`src/logic/btd_pkg.sv`:
```
// Package: descriptor field positions, encodings and reset values
package btd_pkg;
   // ======================================================
   // Second-word fields (bit positions within 64-bit word 1)
   localparam int SPLIT_BIT      = 46;
   localparam int TYPE_HI        = 45;
   localparam int TYPE_LO        = 44;
   localparam int TOKEN_HI       = 43;
   localparam int TOKEN_LO       = 42;
   localparam int FUNC_HI        = 41;
   localparam int FUNC_LO        = 35;
   localparam int EPHI_HI        = 34;
   localparam int EPHI_LO        = 32;
   localparam int RSVD1_HI       = 63;
   localparam int RSVD1_LO       = 47;
   // ======================================================
   // First-word fields (bit positions within 64-bit word 0)
   localparam int EPLO_BIT       = 31;
   localparam int MULT_HI        = 30;
   localparam int MULT_LO        = 29;
   localparam int PKT_HI         = 28;
   localparam int PKT_LO         = 18;
   localparam int TOTAL_HI       = 17;
   localparam int TOTAL_LO       = 3;
   localparam int ACTIVE_BIT     = 0;
   // ======================================================
   // Encodings
   localparam logic [1:0] TYPE_CONTROL = 2'h0;
   localparam logic [1:0] TYPE_BULK    = 2'h2;
   localparam logic [1:0] TOK_OUT      = 2'h0;
   localparam logic [1:0] TOK_IN       = 2'h1;
   localparam logic [1:0] TOK_SETUP    = 2'h2;
   localparam logic [1:0] TOK_PING     = 2'h3;
   localparam logic [1:0] MULT_UNDEF   = 2'h0;
   localparam logic [10:0] BULK_PKT_MAX = 11'h200;
   localparam logic [3:0] NAK_RST      = 4'h0;
endpackage : btd_pkg

```
`src/logic/btd_nak_ctr.sv`:
```
// NAK retry counter with reload and expiry detection
`timescale 1ns/1ps
module btd_nak_ctr #(
   parameter int W = 4
) (
   input  wire logic         clock,
   input  wire logic         rst_n,
   input  wire logic         load,
   input  wire logic [W-1:0] load_value,
   input  wire logic [W-1:0] nak_reload_value,
   input  wire logic         xact_ack,
   input  wire logic         xact_nak,
   output logic [W-1:0]      nak_retry_count,
   output logic              expired
);
   logic [W-1:0] cnt_q, cnt_d;
   logic         exp_q, exp_d;

   // ======================================================
   // Next count: load, reload on ACK, decrement on NAK
   always_comb begin
      cnt_d = cnt_q;
      exp_d = 1'b0;
      if (load) begin
         cnt_d = load_value;
      end else if (xact_ack) begin
         cnt_d = nak_reload_value;
      end else if (xact_nak && nak_reload_value != '0 && cnt_q != '0) begin
         cnt_d = cnt_q - W'(1);
         exp_d = (cnt_q == W'(1));
      end
   end

   always_ff @(posedge clock or negedge rst_n) begin
      if (!rst_n) begin
         cnt_q <= '0;
         exp_q <= 1'b0;
      end else begin
         cnt_q <= cnt_d;
         exp_q <= exp_d;
      end
   end

   assign nak_retry_count = cnt_q;
   assign expired         = exp_q;
endmodule : btd_nak_ctr

```
`src/logic/btd_decode.sv`:
```
// Bulk/control transfer descriptor decoder and active-flag keeper
//
// What this block does
// - Bit 46 split; bits 45:44 type
// - Token from bits 43:42 of word one
// - PING code placed only by hardware; a loaded PING is kept and flagged bad
// - Bits 41:35 give target function number
// - Endpoint: 34:32 upper, bit 31 low
// - Bits 30:29 give successive packet count
// - Bits 28:18 cap each data packet
// - Bits 17:3 give fifteen-bit byte total
// - Clear active on completion or fatal error
// - NAK expiry clears active; ACK reloads
`timescale 1ns/1ps
module btd_decode #(
   parameter int NAK_W = 4
) (
   input  wire logic             clock,
   input  wire logic             rst_n,
   input  wire logic             load,
   input  wire logic [63:0]      desc_word0,
   input  wire logic [63:0]      desc_word1,
   input  wire logic [NAK_W-1:0] nak_reload_value,
   input  wire logic [NAK_W-1:0] nak_start_value,
   input  wire logic             ping_enter,
   input  wire logic             ping_leave,
   input  wire logic             xact_ack,
   input  wire logic             xact_nak,
   input  wire logic             xact_done,
   input  wire logic             fatal_error,
   output logic                  split_select,
   output logic [1:0]            transfer_type_code,
   output logic [1:0]            token_code,
   output logic [6:0]            target_function_number,
   output logic [3:0]            target_endpoint_number,
   output logic [1:0]            packet_multiplier,
   output logic [10:0]           packet_size_limit,
   output logic [14:0]           transfer_byte_total,
   output logic                  active_flag,
   output logic [NAK_W-1:0]      nak_retry_count,
   output logic                  bad_descriptor
);
   // ======================================================
   // Decoded field registers and their next values
   logic             split_q;
   logic             split_d;
   logic [1:0]       type_q;
   logic [1:0]       type_d;
   logic [1:0]       tok_q;
   logic [1:0]       tok_d;
   logic [6:0]       func_q;
   logic [6:0]       func_d;
   logic [3:0]       ep_q;
   logic [3:0]       ep_d;
   logic [1:0]       mult_q;
   logic [1:0]       mult_d;
   logic [10:0]      pkt_q;
   logic [10:0]      pkt_d;
   logic [14:0]      total_q;
   logic [14:0]      total_d;
   logic             bad_q;
   logic             bad_d;
   // Active flag and what the NAK counter reports
   logic             act_q;
   logic             act_d;
   logic             clear_req;
   logic [NAK_W-1:0] nak_cnt;
   logic             nak_expired;
   logic             ack_live;
   logic             nak_live;
   // Raw slices of the two words, ahead of any register
   logic             raw_split;
   logic [1:0]       raw_type;
   logic [1:0]       raw_tok;
   logic [6:0]       raw_func;
   logic [3:0]       raw_ep;
   logic [1:0]       raw_mult;
   logic [10:0]      raw_pkt;
   logic [14:0]      raw_total;
   logic             raw_active;
   // Software slips, one term per rule that software must keep
   logic             slip_ping;
   logic             slip_mult;
   logic             slip_size;
   logic             slip_rsvd;

   // ======================================================
   // Field slices: plain wiring, so a load costs no extra cycle
   assign raw_split =
      desc_word1[btd_pkg::SPLIT_BIT];
   assign raw_type =
      desc_word1[btd_pkg::TYPE_HI:btd_pkg::TYPE_LO];
   assign raw_tok =
      desc_word1[btd_pkg::TOKEN_HI:btd_pkg::TOKEN_LO];
   assign raw_func =
      desc_word1[btd_pkg::FUNC_HI:btd_pkg::FUNC_LO];
   assign raw_ep =
      {desc_word1[btd_pkg::EPHI_HI:btd_pkg::EPHI_LO],
       desc_word0[btd_pkg::EPLO_BIT]};
   assign raw_mult =
      desc_word0[btd_pkg::MULT_HI:btd_pkg::MULT_LO];
   assign raw_pkt =
      desc_word0[btd_pkg::PKT_HI:btd_pkg::PKT_LO];
   assign raw_total =
      desc_word0[btd_pkg::TOTAL_HI:btd_pkg::TOTAL_LO];
   assign raw_active =
      desc_word0[btd_pkg::ACTIVE_BIT];

   // Slips are only flagged; decoding still goes on as written,
   // since the engine may need the fields to report the fault
   assign slip_ping = (raw_tok == btd_pkg::TOK_PING);
   assign slip_mult = (raw_mult == btd_pkg::MULT_UNDEF);
   assign slip_size = (raw_type == btd_pkg::TYPE_BULK)
                    && (raw_pkt > btd_pkg::BULK_PKT_MAX);
   assign slip_rsvd =
      |desc_word1[btd_pkg::RSVD1_HI:btd_pkg::RSVD1_LO];

   // ======================================================
   // Field next values: a load takes the words; between loads
   // only the token moves, and only between OUT and PING
   always_comb begin
      split_d = split_q;
      type_d  = type_q;
      tok_d   = tok_q;
      func_d  = func_q;
      ep_d    = ep_q;
      mult_d  = mult_q;
      pkt_d   = pkt_q;
      total_d = total_q;
      bad_d   = bad_q;
      if (load) begin
         split_d = raw_split;
         type_d  = raw_type;
         tok_d   = raw_tok;
         func_d  = raw_func;
         ep_d    = raw_ep;
         mult_d  = raw_mult;
         pkt_d   = raw_pkt;
         total_d = raw_total;
         bad_d   = slip_ping | slip_mult | slip_size | slip_rsvd;
      end else if (ping_enter && tok_q == btd_pkg::TOK_OUT) begin
         tok_d = btd_pkg::TOK_PING;   // Hardware writes PING here; a loaded PING is kept and flagged
      end else if (ping_leave && tok_q == btd_pkg::TOK_PING) begin
         tok_d = btd_pkg::TOK_OUT;
      end
   end

   // Field registers; reset leaves an idle control OUT descriptor
   always_ff @(posedge clock or negedge rst_n) begin
      if (!rst_n) begin
         split_q <= 1'b0;
         type_q  <= btd_pkg::TYPE_CONTROL;
         tok_q   <= btd_pkg::TOK_OUT;
         func_q  <= 7'h00;
         ep_q    <= 4'h0;
         mult_q  <= 2'h0;
         pkt_q   <= 11'h000;
         total_q <= 15'h0000;
         bad_q   <= 1'b0;
      end else begin
         split_q <= split_d;
         type_q  <= type_d;
         tok_q   <= tok_d;
         func_q  <= func_d;
         ep_q    <= ep_d;
         mult_q  <= mult_d;
         pkt_q   <= pkt_d;
         total_q <= total_d;
         bad_q   <= bad_d;
      end
   end

   // ======================================================
   // Active flag: software sets it through a load, hardware only
   // clears it. A load wins over a same-cycle clear, so the tail
   // of the old descriptor never drops a fresh one.
   assign clear_req = xact_done | fatal_error;

   always_comb begin
      act_d = act_q;
      if (load) begin
         act_d = raw_active;
      end else if (clear_req) begin
         act_d = 1'b0;
      end else if (nak_expired) begin
         act_d = 1'b0;
      end
   end

   // Active flag register
   always_ff @(posedge clock or negedge rst_n) begin
      if (!rst_n) begin
         act_q <= 1'b0;
      end else begin
         act_q <= act_d;
      end
   end

   // ======================================================
   // NAK retry counter. Handshake results count only while the
   // descriptor is live, so a stale ACK cannot revive the count.
   assign ack_live = xact_ack & act_q;
   assign nak_live = xact_nak & act_q;

   btd_nak_ctr #(.W(NAK_W)) u_nak (
      .clock            (clock),
      .rst_n            (rst_n),
      .load             (load),
      .load_value       (nak_start_value),
      .nak_reload_value (nak_reload_value),
      .xact_ack         (ack_live),
      .xact_nak         (nak_live),
      .nak_retry_count  (nak_cnt),
      .expired          (nak_expired)
   );

   // Outputs straight from flip-flops
   assign split_select           = split_q;
   assign transfer_type_code     = type_q;
   assign token_code             = tok_q;
   assign target_function_number = func_q;
   assign target_endpoint_number = ep_q;
   assign packet_multiplier      = mult_q;
   assign packet_size_limit      = pkt_q;
   assign transfer_byte_total    = total_q;
   assign active_flag            = act_q;
   assign nak_retry_count        = nak_cnt;
   assign bad_descriptor         = bad_q;
endmodule : btd_decode

```
`config.mk`:
```
export PLATFORM = sky130hd
export DESIGN_NAME = btd_decode
export DESIGN_NICKNAME = d
export VERILOG_FILES = /design/src/logic/btd_pkg.sv /design/src/logic/btd_nak_ctr.sv /design/src/logic/btd_decode.sv
export SDC_FILE = /design/constraint.sdc
export NUM_CORES = 1
export LEC_CHECK = 0
export BUFFER_PORTS_ARGS = -buffer_cell sky130_fd_sc_hd__clkbuf_2
export CAP_MARGIN = 0
export CELL_PAD_IN_SITES_DETAIL_PLACEMENT = 1
export CELL_PAD_IN_SITES_GLOBAL_PLACEMENT = 2
export CORE_MARGIN = 1.5
export CORE_UTILIZATION = 19
export CTS_BUF_LIST = sky130_fd_sc_hd__clkbuf_8
export DETAILED_ROUTE_END_ITERATION = 10
export PLACE_DENSITY = 0.75
export SLEW_MARGIN = 20
export SYNTH_ARGS = -nofsm -noshare
export SYNTH_HDL_FRONTEND = slang
export SYNTH_SLANG_ARGS = --single-unit
```
`constraint.sdc`:
```
create_clock -name clock -period 1.6 [get_ports clock]
set_input_delay 0 -clock clock [delete_from_list [all_inputs] [get_ports clock]]
set_output_delay 0 -clock clock [all_outputs]
set_load 0.05 [all_outputs]
```
### Word-level counts from Yosys, hierarchy flattened

Index checks and enable logic that the tools add are counted.

* equal/unequal tests: 4
* mux-type cells: 12
* bitwise logic cells: 6
* reductions and logical operators: 13
* magnitude comparators: 1
* add/sub/neg operators: 1

Operators by type and width (number)
* 17-bit OR reduction: 1
* 4-bit 2-to-1 mux: 3
* 11-bit by 10-bit greater-than comparator with 1-bit output (second input constant): 1
* 3-bit nonzero test: 3
* 4-bit nonzero test: 2
* 2-bit equality test (second input constant): 3
* 1-bit 2-to-1 mux: 6
* 2-bit 2-to-1 mux: 3
* 1-bit logical AND: 5
* 4-bit by 1-bit equality test with 1-bit output (second input constant): 1
* 2-bit logical NOT: 2
* 1-bit bitwise OR: 4
* 4-bit by 1-bit subtractor with 4-bit output (second input constant): 1
* 1-bit bitwise AND: 2

* word-level logic and storage cells: 49
* register bits: 51

### Logic depth before layout (Yosys ltp)

Gate-level depths: netlist (run 1).

* depth after elaboration: 6
* mapped depth: 6

### Modules after synthesis

A second synthesis (run 1) with hierarchy kept.

* cells, all modules: 159
* area, all modules: 2173.3 µm²

Modules (own cells, without submodules)
* btd_decode: cells an instance 119, area an instance 1809.2 µm², times used 1
* btd_nak_ctr: cells an instance 40, area an instance 364.1 µm², times used 1

### Least setup slack after synthesis (run 1)

Ideal clock, no wire load.

* kind: register to register
* from: register u_nak.cnt_q[1] (netlist: u_nak.nak_retry_count[1])
* to: register u_nak.cnt_q[2] (netlist: u_nak.nak_retry_count[2])
* library setup time: 125 ps
* stages on the path, launching flop included: 6
* period minus slack after synthesis: 2064 ps
* arrival time: 1939 ps
* setup slack: -464 ps
* path through: dfrtp_1 > inv_1 > ha_1 > nor3b_1 > o31ai_1 > mux2_2

* word-level cells in the longest chain between the ends: 4
* elaborated cells between the ends (all ways): 7
* classes of those cells: add/sub: 1; mux: 3; reduce/logical: 3

Ends and longest elaborated chain
* start: declaration: RTL line btd_nak_ctr.sv:16 `logic [W-1:0] cnt_q, cnt_d;`
* start signal: assignment: RTL line btd_nak_ctr.sv:39 `cnt_q <= cnt_d;`
* 4-bit by 1-bit subtractor with 4-bit output: RTL line btd_nak_ctr.sv:29 `cnt_d = cnt_q - W'(1);`
* 4-bit 2-to-1 mux: RTL line btd_nak_ctr.sv:28 `end else if (xact_nak && nak_reload_value != '0 && cnt_q != '0) begin`
* 4-bit 2-to-1 mux: RTL line btd_nak_ctr.sv:26 `end else if (xact_ack) begin`
* 4-bit 2-to-1 mux: RTL line btd_nak_ctr.sv:24 `if (load) begin`

Several ways; a longest one is shown, not always the timed one. The select of a mux whose other input is x is not followed.
A chain may end at the register's enable or synchronous reset.

### Worst setup path in the final report (run 1)

* from: register u_nak.cnt_q[1] (netlist: u_nak.nak_retry_count[1])
* to: register u_nak.cnt_q[0] (netlist: u_nak.nak_retry_count[0])

* word-level cells in the longest chain between the ends: 3

Ends and longest elaborated chain (RTL line)
* 4-bit nonzero test: btd_nak_ctr.sv:28
* 1-bit logical AND: btd_nak_ctr.sv:28
* 3-bit nonzero test (no source line)

Every way passes these cells.

==> flow_metrics.tcl, run 1 <==
set metrics [dict create \
    hold_slack_ps 11.6 \
    relSlewSlack_pct 61.0 \
    post-route-period-util_pct 97.4 \
    clkLatencyLatePin_ps 300 \
    place_hpwl_um 4800 \
    antenna_cells 0 \
    vias 2039 \
    routed_via_density 4.20 \
    drive_gt1_share_pct 58.1 \
    synth_top_flop_cell "dfrtp_1" \
    drt-total-wl_um 6650 \
    grt_pass1_vias 2307 \
    yosysMostFrequentCell "dfrtp_1" \
    synth_top_area_share_pct 59.0 \
    ant_nets 0 \
    irDropWorstVdd_uv 430 \
    async_flop_share_pct 100 \
    cp-end-kind "flop" \
    cts_root_buf "clkbuf_8" \
    rows 38 \
    avgSynthCellArea_um2 13.7 \
    swShare_pct 38.4 \
    synth.yosys.seq_area_share_pct 59.0 \
    synth_enable_flop_cells 0 \
    final_core_utilization_pct 33.3 \
    cts.clk_slew.worst_paths_ps 100 \
    netlist-cell-type-count 28 \
    synth_seq_cells 51 \
    hold_viol 0 \
    cts_max_level 2 \
    final-max-slew-violation-count 0 \
    hp-class "input port to flop" \
    final-setup-viol-count 0 \
    die_h_um 110 \
    status "completed" \
    power_frac_comb_pct 34.6 \
    fin_area_um2 3660 \
    place_ws_ps 3.43 \
    maxCapViolCount 0 \
    period_needed_ps 1560 \
    cp_max_fo 3 \
    netlist_instances 158 \
    cts_tree "built" \
    drc 0 \
    seqPwrFrac_pct 42.8 \
    fin_setup_tns_ps 0 \
    worstSetupPathType "flop to flop" \
    port-buffer-count 128 \
    die_w_um 110 \
    yosys-top-cells-count "dfrtp_1, mux2_2, nand2_1, nor4_1, o21ai_0" \
    required_ps 1830 \
    skew_ps 1.29 \
    cts_buffer_depth 2 \
    yosys.area.top_type "dfrtp_1" \
    power_density_nw_per_um2 976 \
    dpl_cell_area_um2 3090 \
    arrival_ps 1790 \
    grt_max_degree 52 \
    synth_area_um2 2160 \
    syn_to_final_growth_pct 69.3 \
    dieArea_um2 12000 \
    antenna_found_initial 0 \
    coreArea_um2 11000 \
    grt.overflow.total 0 \
    start_kind "flop" \
    cts-buffers-inserted 5 \
    rsz0062_at_grt "yes" \
    leakage_nw 1.74 \
    grt_use_total_pct 11.9 \
    p_switching_mw 1.37 \
    grt_pass1_wl_um 11000 \
    drtIter0Drc 38 \
    routedWlPerCell_um 13.7 \
    worst_pin_slew_ps 576 \
    setup_slack_ps 41.1 \
    fin_nets 492 \
    gp_routability_congestion 0.734 \
    ys_top_cells_by_area "dfrtp_1, mux2_2, nor4_1, o21ai_0, mux2i_1" \
    intPower_mw 2.20 \
    p_clk_share_pct 22.6 \
    initial_core_util_pct 19.7 \
    synth_warnings 0 \
    drtPass1Iterations 4 \
    synth_fp_nets 305 \
    ioPinCount 195 \
    max_freq_ghz 0.641 \
    cts.sinks 51 \
]
[final cells by class]
cell class / count / area, µm²
Fill cell: 1276 / 7320
Sequential cell: 51 / 1280
Timing Repair Buffer: 186 / 1220
Multi-Input combinational cell: 98 / 882
Tap cell: 140 / 175
Clock buffer: 5 / 68.8
Clock inverter: 3 / 25.0
Inverter: 3 / 11.3
[critical path, cell delays in order (launching register included)]
cell and delay, ps:
dfrtp_2 380, inv_2 60, ha_4 160, nor3b_4 150, or4_1 410, a31o_2 230
o21ai_2 110
[per-layer routing]
layer	share of wire, %	routed length (µm)	up-vias	global-route usage, %
li1	-	-	959	-
met1	41	2700	989	13.0
met2	51	3400	87	22.4
met3	7.8	522	4	3.50
met4	0.54	36	0	2.50
met5	0	0	-	0
[what timing repair did]
action,in CTS,in global routing
pin swaps,0,1
setup buffers,0,0
hold buffers,47,0
hold endpoints to repair,96,0
endpoints found under the setup margin,1,4
gates resized for setup,1,0
[registers in the layout (all words and copies together), names as in the netlist]
register                count
split_select                1
bad_descriptor              1
transfer_type_code          2
u_nak.nak_retry_count       4
packet_size_limit          11
target_endpoint_number      4
target_function_number      7
u_nak.expired               1
packet_multiplier           2
transfer_byte_total        15
token_code                  2
active_flag                 1
[final timing paths]
check / slack (ps) / cells past startpoint / endpoint / start
worst max-delay path: 40 / 6 / u_nak.nak_retry_count[0] / u_nak.nak_retry_count[1]
worst min-delay path: 10 / 3 / u_nak.expired / xact_nak
worst max register to register: 40 / 6 / u_nak.nak_retry_count[0] / u_nak.nak_retry_count[1]
worst min register to register: 520 / 1 / transfer_type_code[1] / transfer_type_code[1]
max in group asynchronous: 1120 / 3 / u_nak.nak_retry_count[0] / rst_n
min in group asynchronous: 190 / 3 / transfer_byte_total[9] / rst_n
[stage by stage]
| stage | power, mW | std cells |
|---|---|---|
| 2_1_floorplan | 2.32 | 158 |
| 3_3_place_gp | 2.68 | 431 |
| 3_5_place_dp | 2.71 | 431 |
| 4_1_cts | 3.65 | 486 |
| 5_1_grt | 3.80 | 486 |
| 6_report | 3.57 | 486 |
[power by group through the flow]
stage               registers [mW]  clock network, mW  logic [mW]
finish                        1.53              0.806        1.24
global route                  1.55              0.916        1.33
CTS                           1.53              0.863        1.25
detailed placement            1.56                  0        1.16
global placement              1.55                  0        1.14
floorplan                     2.04                  0       0.273
[cells by family after synthesis]
logic type / synth area share (%)
XOR/XNOR: 0.405
AO/OA/AOI/OAI: 5.61
multiplexers: 24.3
adder cells (fa/ha/maj): 1.16
AND/OR/NAND/NOR: 7.81
flip-flops: 59.0
buffers and inverters: 1.68
[cells in the final DEF, fill, tap and decap left out]
cell,instances
buf_12,2
dfrtp_2,3
ha_1,1
a211oi_1,2
clkbuf_8,5
nand3_1,1
nor4_1,7
clkbuf_2,128
xor2_1,1
inv_2,2
or4_1,3
dfrtp_1,48
and2_1,1
nand2_1,7
a21oi_1,1
mux2_2,44
o21ai_2,1
nand4_1,1
o21ai_0,6
a22o_1,1
o31a_1,1
o31ai_2,1
o32a_1,1
nor3b_4,1
nor3_1,2
inv_6,2
nor2_1,4
a31o_2,1
ha_4,1
clkinvlp_4,1
dlygate4sd3_1,47
nor4b_1,3
buf_4,9
a21o_1,1
inv_1,1
o31ai_1,2
mux2i_1,3
(Power assumes the default switching activity.)
==> run 2, diff against run 1 <==
BUFFER_PORTS_ARGS = unset   (was -buffer_cell sky130_fd_sc_hd__clkbuf_2)
CORE_UTILIZATION = 32   (was 19)
DONT_BUFFER_PORTS = 1   (was unset)
PLACE_DENSITY = 0.74   (was 0.75)
==> flow_metrics.tcl, run 2 (synthesis results as in run 1) <==
set metrics [dict create \
    status "complete, but fails checks" \
    violations "DRC, hold timing, setup timing" \
    place_hpwl_um 4040 \
    routed_via_density 5.23 \
    dieArea_um2 7260 \
    hp-class "input port to flop" \
    syn_to_final_growth_pct 56.7 \
    fin_nets 407 \
    cp_num_buf_inv 1 \
    cts.clk_slew.worst_paths_ps 90 \
    drc 9 \
    swShare_pct 37.2 \
    hold_slack_ps -213 \
    rows 29 \
    initial_core_util_pct 33.7 \
    max_freq_ghz 0.613 \
    dpl_cell_area_um2 2360 \
    setup_slack_ps -31.8 \
    cpMaxStageDelayCell "dfrtp_1" \
    port-buffer-count 0 \
    final_core_utilization_pct 52.7 \
    cp_num_cells 2 \
    cts_buffer_depth 2 \
    worst_pin_slew_ps 542 \
    cts_root_buf "clkbuf_8" \
    grt.overflow.total 0 \
    worstSetupPathType "flop to flop" \
    power_frac_comb_pct 22.8 \
    clkLatencyLatePin_ps 300 \
    slowest_delay_ps 580 \
    p_clk_share_pct 21.6 \
    post-route-period-util_pct 102 \
    start_kind "flop" \
    vias 1767 \
    maxCapViolCount 0 \
    routedWlPerCell_um 21.7 \
    fin_setup_tns_ps -38.6 \
    drt-total-wl_um 7340 \
    cp-end-kind "flop" \
    coreArea_um2 6420 \
    irDropWorstVdd_uv 499 \
    cp_max_fo 2 \
    drive_gt1_share_pct 39.8 \
    skew_ps 4.11 \
    arrival_ps 1820 \
    critPathLaunch "target_function_number[0]" \
    min-delay-start "load" \
    cts-buffers-inserted 5 \
    largest_reg_flops 15 \
    mostFrequentLayoutCell "dlygate4sd3_1" \
    grt_pass1_wl_um 11100 \
    period_needed_ps 1630 \
    drtIter0Drc 51 \
    final-setup-viol-count 2 \
    power_density_nw_per_um2 1030 \
    p_total_mw 3.49 \
    rsz0062_at_grt "yes" \
    ff2ff_path_depth 2 \
    grt_use_total_pct 20.3 \
    crit_family "flip-flops" \
    hold_viol 11 \
    critical_path.cell_chain "mux2_2 > dlygate4sd3_1" \
    die_h_um 85.2 \
    p_switching_mw 1.30 \
    final-max-slew-violation-count 0 \
    grt_pass1_vias 2122 \
    r2r-start "target_function_number[0]" \
    ant_nets 0 \
    cts_tree "built" \
    r2r-end "target_function_number[0]" \
    relSlewSlack_pct 63.9 \
    die_w_um 85.2 \
    antenna_found_initial 0 \
    final_cell_mix "dlygate4sd3_1, mux2_2, dfrtp_2" \
    r2r_setup_slack_ps -30 \
    crit_end "target_function_number[0]" \
    fin_area_um2 3390 \
    seqPwrFrac_pct 55.6 \
    drtPass1Iterations 9 \
    ioPinCount 195 \
    antenna_cells 0 \
    leakage_nw 1.35 \
    intPower_mw 2.19 \
    required_ps 1780 \
    postCtsHoldBufs 88 \
    post_cts_buffers 0 \
    grt_max_degree 59 \
    gp_routability_congestion 0.825 \
    cts.sinks 51 \
    cts_max_level 2 \
]
-- run 2: layout make-up --
type | count | area [µm²]
clock buffer | 5 | 68.8
multi-input combinational | 98 | 878
fill | 648 | 3040
timing repair buffer | 101 | 996
clock inverter | 3 | 20.0
sequential | 51 | 1320
tap | 77 | 96.3
inverter | 3 | 11.3
-- run 2: repair_timing --
action	CTS	global route
hold endpoints to repair	102	11
resized for setup	0	29
setup endpoints to repair	1	35
-- run 2: worst min path at each step --
stage / end / depth (start not counted)
6_report: u_nak.nak_retry_count[0] / 1
2_1_floorplan: active_flag / 0
3_5_place_dp: transfer_byte_total[4] / 0
4_1_cts: u_nak.nak_retry_count[0] / 1
5_1_grt: u_nak.nak_retry_count[0] / 1
3_3_place_gp: transfer_byte_total[4] / 0
-- run 2: layer usage --
metal  GRT usage (%)  vias to the layer above  share of wire (%)
met2            38.7                       98                 56
met4            6.56                        0                2.3
li1                -                      788                  -
met5               0                        -                  0
met1            20.8                      866                 33
met3            6.71                       15                8.6
-- run 2: power groups by stage --
stage / clock, mW / sequential [mW] / combinational [mW]
after floorplan: 0 / 2.04 / 0.273
after global placement: 0 / 1.93 / 0.488
after detailed placement: 0 / 1.94 / 0.511
after CTS: 0.767 / 1.92 / 0.774
after global routing: 0.831 / 1.96 / 0.857
final: 0.753 / 1.94 / 0.794
-- run 2: stage by stage --
stage / instances / worst slack [ps]
2_1_floorplan: 158 / -150
3_3_place_gp: 242 / 28.5
3_5_place_dp: 242 / -40.0
4_1_cts: 338 / -20.2
5_1_grt: 338 / -64.7
6_report: 338 / -31.8
